## config.mk

```make
export PLATFORM = sky130hd
export DESIGN_NAME = bertc_ctrl
export DESIGN_NICKNAME = d
export VERILOG_FILES = /design/src/rtl/bertc_ctrl.v /design/src/rtl/bertc_pin_sync.v
export VERILOG_INCLUDE_DIRS = /design/src /design/src/rtl
export SDC_FILE = /design/constraint.sdc
export NUM_CORES = 1
export LEC_CHECK = 0
export BUFFER_PORTS_ARGS = -buffer_cell sky130_fd_sc_hd__buf_4
export CORE_MARGIN = 4
export CORE_UTILIZATION = 44
export CTS_CLUSTER_SIZE = 40
export DETAILED_ROUTE_END_ITERATION = 12
export GPL_ROUTABILITY_DRIVEN = 0
export HOLD_SLACK_MARGIN = 0.1
export PLACE_DENSITY = 0.72
export RECOVER_POWER = 100
export SYNTH_ARGS = -nofsm -noshare
export SYNTH_HDL_FRONTEND = slang
export SYNTH_SLANG_ARGS = --single-unit
```

## constraint.sdc

```tcl
create_clock -name clock -period 10.79 [get_ports clock]
set_input_delay 1.6185 -clock clock [delete_from_list [all_inputs] [get_ports clock]]
set_output_delay 1.6185 -clock clock [all_outputs]
set_load 0.01 [all_outputs]
```

## src/rtl/bertc_consts.vh

```
`ifndef BERTC_CONSTS_VH
`define BERTC_CONSTS_VH

// host register addresses
`define BERTC_ADDR_PATTERN 4'h6
`define BERTC_ADDR_ERRINS 4'h7
`define BERTC_RESET_BYTE 8'h00

// pattern control bit positions
`define BERTC_PC_LOAD 7
`define BERTC_PC_ZSUP 6
`define BERTC_PC_PRBS 5
`define BERTC_PC_LATCH 4
`define BERTC_PC_RXLATCH 3
`define BERTC_PC_AUTOSYNC 2
`define BERTC_PC_RESYNC 1
`define BERTC_PC_LOOP 0

// error insertion bit positions
`define BERTC_EI_TXINV 5
`define BERTC_EI_RXINV 4
`define BERTC_EI_SINGLE 3
`define BERTC_EI_RATE_MSB 2
`define BERTC_EI_RATE_LSB 0

// error rate decade divider
`define BERTC_DECADE_LAST 4'h9
`define BERTC_DECADE_STAGES 7

// synchronizer thresholds
`define BERTC_SYNC_MATCHES 6'h20
`define BERTC_LOSS_WINDOW_END 6'h3F
`define BERTC_LOSS_ERRORS 4'h6

// zero suppression run length
`define BERTC_ZERO_RUN 4'hE

`endif

```

## src/rtl/bertc_ctrl.v

```verilog
`include "bertc_consts.vh"
`default_nettype none

// Notes on behaviour
// a rising latch strobe copies internal bit and error counts to the readable counts and clears the internal ones.
// the latch register bit is ORed with its pin and must go low and high again for every further latch.
// the generated pattern is corrupted at regular intervals chosen by the three-bit rate field.
// software may insert errors at any moment with the single error bit, independent of the rate field.
// each rising edge of the single error bit corrupts exactly one transmitted bit.
// with transmit invert set every transmitted bit is inverted, otherwise sent unchanged.
// with receive invert set every received bit is inverted before checking, otherwise used as is.
// software writes zero to the two top bits of the error insertion register.
// one pattern control register holds generation, reception, synchronizer and counter settings.
// rate code 000 inserts nothing and codes 001 to 111 give one error in ten up to one in ten million.
// pattern type zero repeats the user pattern and one produces a pseudorandom sequence.
// the zero-suppressed sequence needs zero suppression, pseudorandom mode, tap 0x10 and length 0x13.
// a rising load strobe, register bit ORed with pin, loads the generator from the seed.
// auto sync reacquires on its own and a rising resync bit always restarts synchronization.
module bertc_ctrl (
    // clock and reset
    input wire clock,
    input wire rst,
    // host parallel port
    input wire [3:0] addr,
    input wire [7:0] wr_data,
    input wire wr_en,
    input wire rd_en,
    output reg [7:0] rd_data,
    // strobe pins
    input wire load_pattern_pin,
    input wire latch_counts_pin,
    input wire rx_latch_pin,
    // serial data pins
    output reg tx_data,
    input wire rx_data_pin,
    // pattern setup from seed, length and tap registers
    input wire [31:0] pattern_seed,
    input wire [4:0] pattern_length,
    input wire [4:0] tap_select,
    // count and capture results
    output reg [31:0] bit_count,
    output reg [31:0] error_count,
    output reg [31:0] pattern_receive,
    output wire in_sync
);

    localparam ST_HUNT = 2'b01;
    localparam ST_LOCK = 2'b10;

    // pick one bit of a 32-bit vector
    function bit_at;
        input [31:0] vec;
        input [4:0] idx;
        begin
            bit_at = vec[idx];
        end
    endfunction

    reg [7:0] pattern_control_r;
    reg [5:0] error_insertion_r;
    reg load_prev_r;
    reg latch_prev_r;
    reg rxl_prev_r;
    reg resync_prev_r;
    reg single_prev_r;
    reg [31:0] gen_r;
    reg [3:0] zrun_r;
    reg [31:0] rxsr_r;
    reg [1:0] state_r;
    reg [5:0] match_r;
    reg [5:0] win_r;
    reg [3:0] win_err_r;
    reg [31:0] bitcnt_r;
    reg [31:0] errcnt_r;
    wire load_pin_s;
    wire latch_pin_s;
    wire rxl_pin_s;
    wire rx_pin_s;
    wire [7:0] carry;

    // pin synchronisers
    bertc_pin_sync u_load (.clock(clock), .rst(rst), .pin(load_pattern_pin), .level(load_pin_s));
    bertc_pin_sync u_latch (.clock(clock), .rst(rst), .pin(latch_counts_pin), .level(latch_pin_s));
    bertc_pin_sync u_rxl (.clock(clock), .rst(rst), .pin(rx_latch_pin), .level(rxl_pin_s));
    assign rx_pin_s = rx_data_pin; // same-clock data, a filter would drop single bits

    // strobe levels, register bit ORed with pin
    wire load_lvl = pattern_control_r[`BERTC_PC_LOAD] | load_pin_s;
    wire latch_lvl = pattern_control_r[`BERTC_PC_LATCH] | latch_pin_s;
    wire rxl_lvl = pattern_control_r[`BERTC_PC_RXLATCH] | rxl_pin_s;
    wire load_rise = load_lvl & ~load_prev_r;
    wire latch_rise = latch_lvl & ~latch_prev_r;
    wire rxl_rise = rxl_lvl & ~rxl_prev_r;
    wire resync_rise = pattern_control_r[`BERTC_PC_RESYNC] & ~resync_prev_r;
    wire single_rise = error_insertion_r[`BERTC_EI_SINGLE] & ~single_prev_r;

    // decoded settings
    wire prbs_mode = pattern_control_r[`BERTC_PC_PRBS];
    wire zero_sup = pattern_control_r[`BERTC_PC_ZSUP];
    wire auto_sync = pattern_control_r[`BERTC_PC_AUTOSYNC];
    wire loopback = pattern_control_r[`BERTC_PC_LOOP];
    wire [2:0] rate_sel = error_insertion_r[`BERTC_EI_RATE_MSB:`BERTC_EI_RATE_LSB];

    // generator next value and output bit
    wire gen_fb = prbs_mode ? (bit_at(gen_r, pattern_length) ^ bit_at(gen_r, tap_select))
                            : bit_at(gen_r, pattern_length);
    wire gen_raw = bit_at(gen_r, pattern_length);
    wire gen_bit = gen_raw | (zero_sup & (zrun_r == `BERTC_ZERO_RUN));

    // decade dividers, carry k pulses once per ten to the k cycles
    assign carry[0] = 1'b1;
    genvar gi;
    generate
        for (gi = 0; gi < `BERTC_DECADE_STAGES; gi = gi + 1) begin : g_decade
            reg [3:0] dec_r;
            assign carry[gi + 1] = carry[gi] & (dec_r == `BERTC_DECADE_LAST);
            always @(posedge clock or posedge rst) begin
                if (rst) begin
                    dec_r <= 4'h0;
                end else if (carry[gi]) begin
                    dec_r <= (dec_r == `BERTC_DECADE_LAST) ? 4'h0 : dec_r + 4'h1;
                end
            end
        end
    endgenerate

    // automatic and single error requests
    wire auto_err = (rate_sel != 3'h0) & carry[rate_sel];
    wire inject = auto_err | single_rise;

    // receive path with loopback and inversion
    wire rx_in = loopback ? tx_data : rx_pin_s;
    wire rx_bit = rx_in ^ error_insertion_r[`BERTC_EI_RXINV];
    wire predicted = prbs_mode ? (bit_at(rxsr_r, pattern_length) ^ bit_at(rxsr_r, tap_select))
                               : bit_at(rxsr_r, pattern_length);
    wire mismatch = rx_bit ^ predicted;
    wire locked = (state_r == ST_LOCK);

    assign in_sync = locked;

    // host register writes
    always @(posedge clock or posedge rst) begin
        if (rst) begin
            pattern_control_r <= `BERTC_RESET_BYTE;
            error_insertion_r <= 6'h00;
        end else if (wr_en) begin
            if (addr == `BERTC_ADDR_PATTERN) begin
                pattern_control_r <= wr_data;
            end
            if (addr == `BERTC_ADDR_ERRINS) begin
                error_insertion_r <= wr_data[5:0];
            end
        end
    end

    // host register reads, unmapped reads zero
    always @(posedge clock or posedge rst) begin
        if (rst) begin
            rd_data <= `BERTC_RESET_BYTE;
        end else if (rd_en) begin
            case (addr)
                `BERTC_ADDR_PATTERN: rd_data <= pattern_control_r;
                `BERTC_ADDR_ERRINS: rd_data <= {2'b00, error_insertion_r};
                default: rd_data <= `BERTC_RESET_BYTE;
            endcase
        end
    end

    // edge detector history
    always @(posedge clock or posedge rst) begin
        if (rst) begin
            load_prev_r <= 1'b0;
            latch_prev_r <= 1'b0;
            rxl_prev_r <= 1'b0;
            resync_prev_r <= 1'b0;
            single_prev_r <= 1'b0;
        end else begin
            load_prev_r <= load_lvl;
            latch_prev_r <= latch_lvl;
            rxl_prev_r <= rxl_lvl;
            resync_prev_r <= pattern_control_r[`BERTC_PC_RESYNC];
            single_prev_r <= error_insertion_r[`BERTC_EI_SINGLE];
        end
    end

    // pattern generator and transmit bit
    always @(posedge clock or posedge rst) begin
        if (rst) begin
            gen_r <= 32'h00000000;
            zrun_r <= 4'h0;
            tx_data <= 1'b0;
        end else begin
            if (load_rise) begin
                gen_r <= pattern_seed;
                zrun_r <= 4'h0;
            end else begin
                gen_r <= {gen_r[30:0], gen_fb};
                if (gen_bit) begin
                    zrun_r <= 4'h0;
                end else if (zrun_r != `BERTC_ZERO_RUN) begin
                    zrun_r <= zrun_r + 4'h1;
                end
            end
            tx_data <= gen_bit ^ inject ^ error_insertion_r[`BERTC_EI_TXINV];
        end
    end

    // receive shift register and capture
    always @(posedge clock or posedge rst) begin
        if (rst) begin
            rxsr_r <= 32'h00000000;
            pattern_receive <= 32'h00000000;
        end else begin
            rxsr_r <= {rxsr_r[30:0], rx_bit};
            if (rxl_rise) begin
                pattern_receive <= rxsr_r;
            end
        end
    end

    // synchronizer: hunt for a run of matches, drop on too many errors
    always @(posedge clock or posedge rst) begin
        if (rst) begin
            state_r <= ST_HUNT;
            match_r <= 6'h00;
            win_r <= 6'h00;
            win_err_r <= 4'h0;
        end else if (resync_rise) begin
            state_r <= ST_HUNT;
            match_r <= 6'h00;
        end else begin
            case (state_r)
                ST_HUNT: begin
                    match_r <= mismatch ? 6'h00 : match_r + 6'h01;
                    win_r <= 6'h00;
                    win_err_r <= 4'h0;
                    if (!mismatch && (match_r == `BERTC_SYNC_MATCHES - 6'h01)) begin
                        state_r <= ST_LOCK;
                    end
                end
                ST_LOCK: begin
                    win_r <= win_r + 6'h01;
                    if (win_r == `BERTC_LOSS_WINDOW_END) begin
                        win_err_r <= 4'h0;
                        if (auto_sync && (win_err_r >= `BERTC_LOSS_ERRORS)) begin
                            state_r <= ST_HUNT;
                            match_r <= 6'h00;
                        end
                    end else if (mismatch && (win_err_r != 4'hF)) begin
                        win_err_r <= win_err_r + 4'h1;
                    end
                end
                default: begin
                    state_r <= ST_HUNT;
                    match_r <= 6'h00;
                end
            endcase
        end
    end

    // bit and error counters with latch into readable counts
    always @(posedge clock or posedge rst) begin
        if (rst) begin
            bitcnt_r <= 32'h00000000;
            errcnt_r <= 32'h00000000;
            bit_count <= 32'h00000000;
            error_count <= 32'h00000000;
        end else if (latch_rise) begin
            bit_count <= bitcnt_r;
            error_count <= errcnt_r;
            bitcnt_r <= 32'h00000000;
            errcnt_r <= 32'h00000000;
        end else if (locked) begin
            bitcnt_r <= bitcnt_r + 32'h00000001;
            if (mismatch) begin
                errcnt_r <= errcnt_r + 32'h00000001;
            end
        end
    end

endmodule

`default_nettype wire

```

## src/rtl/bertc_pin_sync.v

```verilog
`default_nettype none

module bertc_pin_sync (
    // clock and reset
    input wire clock,
    input wire rst,
    // asynchronous pin and its filtered level
    input wire pin,
    output reg level
);

    reg s1_r;
    reg s2_r;
    reg s3_r;

    // three stages; level follows once stages two and three agree
    always @(posedge clock or posedge rst) begin
        if (rst) begin
            s1_r <= 1'b0;
            s2_r <= 1'b0;
            s3_r <= 1'b0;
            level <= 1'b0;
        end else begin
            s1_r <= pin;
            s2_r <= s1_r;
            s3_r <= s2_r;
            if (s2_r == s3_r) begin
                level <= s3_r;
            end
        end
    end

endmodule

`default_nettype wire

```

==> impl.org <==
** Power
- The share of total power dissipated in combinational logic is 19.0%.
- Of the total power, the clock network draws 35.0%.
- Switching power of the nets :: 0.987 mW
- Sequential share of power :: 46.0%
- Final total power :: 3.37 mW
- Of the total power, the share spent switching nets is 29.3%.
- Internal power comes to 2.38 mW.
- In this run the static leakage power is 7.33 nW.
- VDD IR max :: 0.157 mV
- For this design the ratio of total power to cell area is 205 nW/um2.

** Synthesis
- Counting flops and latches in the post-synthesis netlist gives 314.
- Each instance of the synthesized netlist takes up on average 11.2 um2.
- In this run, synthesis inferred 0 flip-flops with an integrated enable.
- Proportion of synthesized flip-flops having asynchronous set or reset :: 100%
- Predominant post-synthesis flop cell :: dfrtp_1
- During synthesis, Yosys emitted a total of 0 warnings.
- Counting distinct cell types in the post-synthesis netlist gives 65.
- Number of cells produced by synthesis :: 1,266
- The share of the Yosys chip area taken by registers is 55.4%.
- Total nets after synthesis :: 1,338
- In this run the cell area of the synthesized design comes to 14,200 um2.

** Die
- The floorplan step defined a die boundary enclosing 35,200 um2.
- Initial standard-cell utilization of the core :: 44.7%
- Placeable Area :: 31,700 um2
- The die is 188 um wide.
- The die is 188 um tall.
- During I/O placement, the number of pins put on the boundary was 168.
- Row cnt :: 65

** Critical path
- In this run the critical register-to-register path is launched from pattern_control_r[4]$_DFFE_PP0P_.
- Walking the worst path, the cells encountered are clkbuf_4, clkinvlp_2.
- Data arrival time of the worst path :: 4.90 ns
- Start point of the critical path :: rst
- The largest single stage delay on the critical path is 2.98 ns.
- In this run the worst setup path terminates at error_insertion_r[1]$_DFFE_PP0P_.
- Along the worst path, the maximum fanout reaches 128.
- Setup slack of the most critical reg-to-reg path :: 5.99 ns
- STA puts the critical path data required time at 10.39 ns.
- Together, buffers and inverters on the worst path number 2.
- The worst setup path is launched from an input port.
- In this run the number of cells on the critical path is 2.
- Endpoint type of the worst setup path :: async pin
- Endpoint of the most critical register-to-register path :: bit_count[25]$_DFFE_PP0P_
- By startpoint and endpoint, the worst setup path is classified as input port to async pin.
- Critical-path top delay cell :: clkinvlp_2
- Worst R2R Path Depth :: 5
- Largest delay share family, worst path :: buffers and inverters

** GRT
- GRT Util Overall :: 18.0%
- The first global-routing pass estimated 53.3 mm of wire.
- Via count of the first global-routing pass :: 10,212
- Antenna violations before repair :: 0
- After global routing the overflow that remains totals 0.
- Maximum number of pins on one net before global-route repair :: 188

** Routing
- In the routed layout, each cell is associated on average with a via count of 5.47.
- Pre-Repair DR Iteration Count :: 5
- Total number of vias :: 10,080
- In the final routed layout, each cell accounts on average for 17.3 um.
- The final layout contains routed wiring with a total length of 32.0 mm.
- Once detail routing completed, the nets flagged for antenna violations numbered 0.
- Detailed-route DRC error count :: 0
- Number of DRC markers in iteration 0 :: 643

** Clock tree
- Clock transition at the registers of the reported paths :: 0.06 ns
- The clock passes through at most 3 buffers.
- Number of resized instances in the post-cts repair step :: 0
- The number of hold buffers added after CTS was 0.
- Library cell used as clock root buffer :: clkbuf_16
- The tree built by TritonCTS fans out to 314 sinks.
- Count of buffers added by post-CTS timing repair for setup :: 0
- Clock tree from TritonCTS :: built
- Number of levels the H-tree was split into :: 2
- The later pin in the worst-skew pair is clocked with a latency of 0.51 ns.
- In this run, CTS created clock tree buffers numbering 34.

** STA
- The count of pins over their slew limit came to 436.
- The tightest hold path in the finished design has a slack of 0.343 ns.
- Worst clock skew :: 0.0193 ns
- Worst Slack Setup Final :: 5.50 ns
- Unrepaired setup endpoints after global routing :: no
- In the final timing run, aggregate negative setup slack is 0 ns.
- Hold Violations, Final :: 0
- Setup violations remaining at the end of the flow were counted as 0.
- Max Fclk :: 0.189 GHz
- Headroom to the max-slew limit :: -266%
- Clock period minus final worst setup slack :: 5.29 ns
- At the pin with the least slew margin, the transition time is 5.49 ns.
- After layout, the worst path uses 49.1% of the clock period.

** Final layout
- The filler cells instantiated in the layout total 2,904.
- Most used cells in the layout excluding fill and tap cells :: 313 x dfrtp_1, 269 x nand2_1, 121 x clkbuf_1
- Leaving out fill and tap cells, the most frequent cell in the layout is dfrtp_1.
- Number of nets in the final layout :: 1,488
- Post-layout utilization of the core :: 51.9%
- Compared with the post-synthesis result, the final layout area differs by 16.1%.
- Fraction of layout instances using a drive strength above 1 :: 16.9%
- 0 antenna diodes ended up in the layout.

** Worst hold path
- Min-Delay Path Class :: flip-flop to flip-flop
- Cells on Worst Hold Path :: 0

** Run
- Max-capacitance violation count :: 6

** Run status
- The final reports fail on max-capacitance violations, max-slew violations.
- The run finished, with violations left.

** Placement
- Port Buffer Count :: 167
- Dpl ws :: 5.93 ns
- Placed wire-length estimate :: 21.6 mm
[per-layer routing]
layer | vias up | global-route usage, % | part of all wire, %
met3 | 42 | 4.90 | 6.5
met1 | 5023 | 24.5 | 44
li1 | 4769 | - | -
met5 | - | 0 | 0
met4 | 0 | 4.15 | 1.7
met2 | 246 | 29.3 | 48
[sequential cells by signal (all words and copies together) (netlist names), 2 cells and up]
name and count:
error_insertion_r 6, bit_count 32, pattern_control_r 8, pattern_receive 32, bitcnt_r 32, gen_r 32
error_count 32, state_r 2, errcnt_r 32, rd_data 8, g_decade.dec_r 28, rxsr_r 32
zrun_r 4, match_r 6, win_err_r 4, win_r 6
[worst min path at each step]
stage	start	endpoint
3_3_place_gp	u_rxl.s1_r$_DFF_PP0_	u_rxl.s2_r$_DFF_PP0_
4_1_cts	u_load.s1_r$_DFF_PP0_	u_load.s2_r$_DFF_PP0_
2_1_floorplan	u_latch.s1_r$_DFF_PP0_	u_latch.s2_r$_DFF_PP0_
3_5_place_dp	u_latch.s1_r$_DFF_PP0_	u_latch.s2_r$_DFF_PP0_
6_report	u_rxl.s1_r$_DFF_PP0_	u_rxl.s2_r$_DFF_PP0_
5_1_grt	u_rxl.s1_r$_DFF_PP0_	u_rxl.s2_r$_DFF_PP0_
[cell usage after synthesis (19+ instances only)]
library cell	number	area share [%]
xor2_1	19	1.2
inv_1	27	0.71
mux2i_1	19	1.3
mux2_2	83	6.6
clkbuf_1	42	1.1
nor2b_1	22	0.97
nand2b_1	24	1.1
nand3_1	44	1.6
a21oi_1	37	1.3
xnor2_1	24	1.5
dfrtp_1	313	55
nor2_1	55	1.5
o21ai_0	32	1.1
mux4_2	36	5.7
nand2_1	269	7.1
[power groups by stage]
| stage | Clock [mW] | Combinational, mW | Sequential (mW) |
|---|---|---|---|
| floorplan | 0 | 0.459 | 1.53 |
| global placement | 0 | 0.681 | 1.57 |
| detailed placement | 0 | 0.698 | 1.57 |
| CTS | 1.21 | 0.702 | 1.55 |
| global route | 1.27 | 0.703 | 1.58 |
| finish | 1.18 | 0.642 | 1.55 |
[through the flow]
| stage | area [um2] | std cells |
|---|---|---|
| 2_1_floorplan | 14200 | 1266 |
| 3_3_place_gp | 15800 | 1782 |
| 3_5_place_dp | 15800 | 1782 |
| 4_1_cts | 16900 | 1843 |
| 5_1_grt | 16500 | 1843 |
| 6_report | 16500 | 1843 |
[logic make-up after synthesis]
family | share of synthesized area [%]
AOI/OAI and AO/OA | 7.67
xor gates and xnor gates | 2.66
adders and majority gates | 1.09
buffers and inverters | 2.51
DFF | 55.4
muxes | 13.6
and+or+nand+nor | 17.0
[final cells by class]
| type | instances | area (um2) | area share, % |
|---|---|---|---|
| Sequential cell | 314 | 7860 | 47.7 |
| Multi-Input combinational cell | 865 | 5970 | 36.3 |
| Clock buffer | 44 | 928 | 5.64 |
| Timing Repair Buffer | 174 | 887 | 5.39 |
| Tap cell | 402 | 503 | 3.06 |
| Clock inverter | 17 | 208 | 1.26 |
| Inverter | 27 | 103 | 0.623 |
Power figures use the tool's default switching activity.
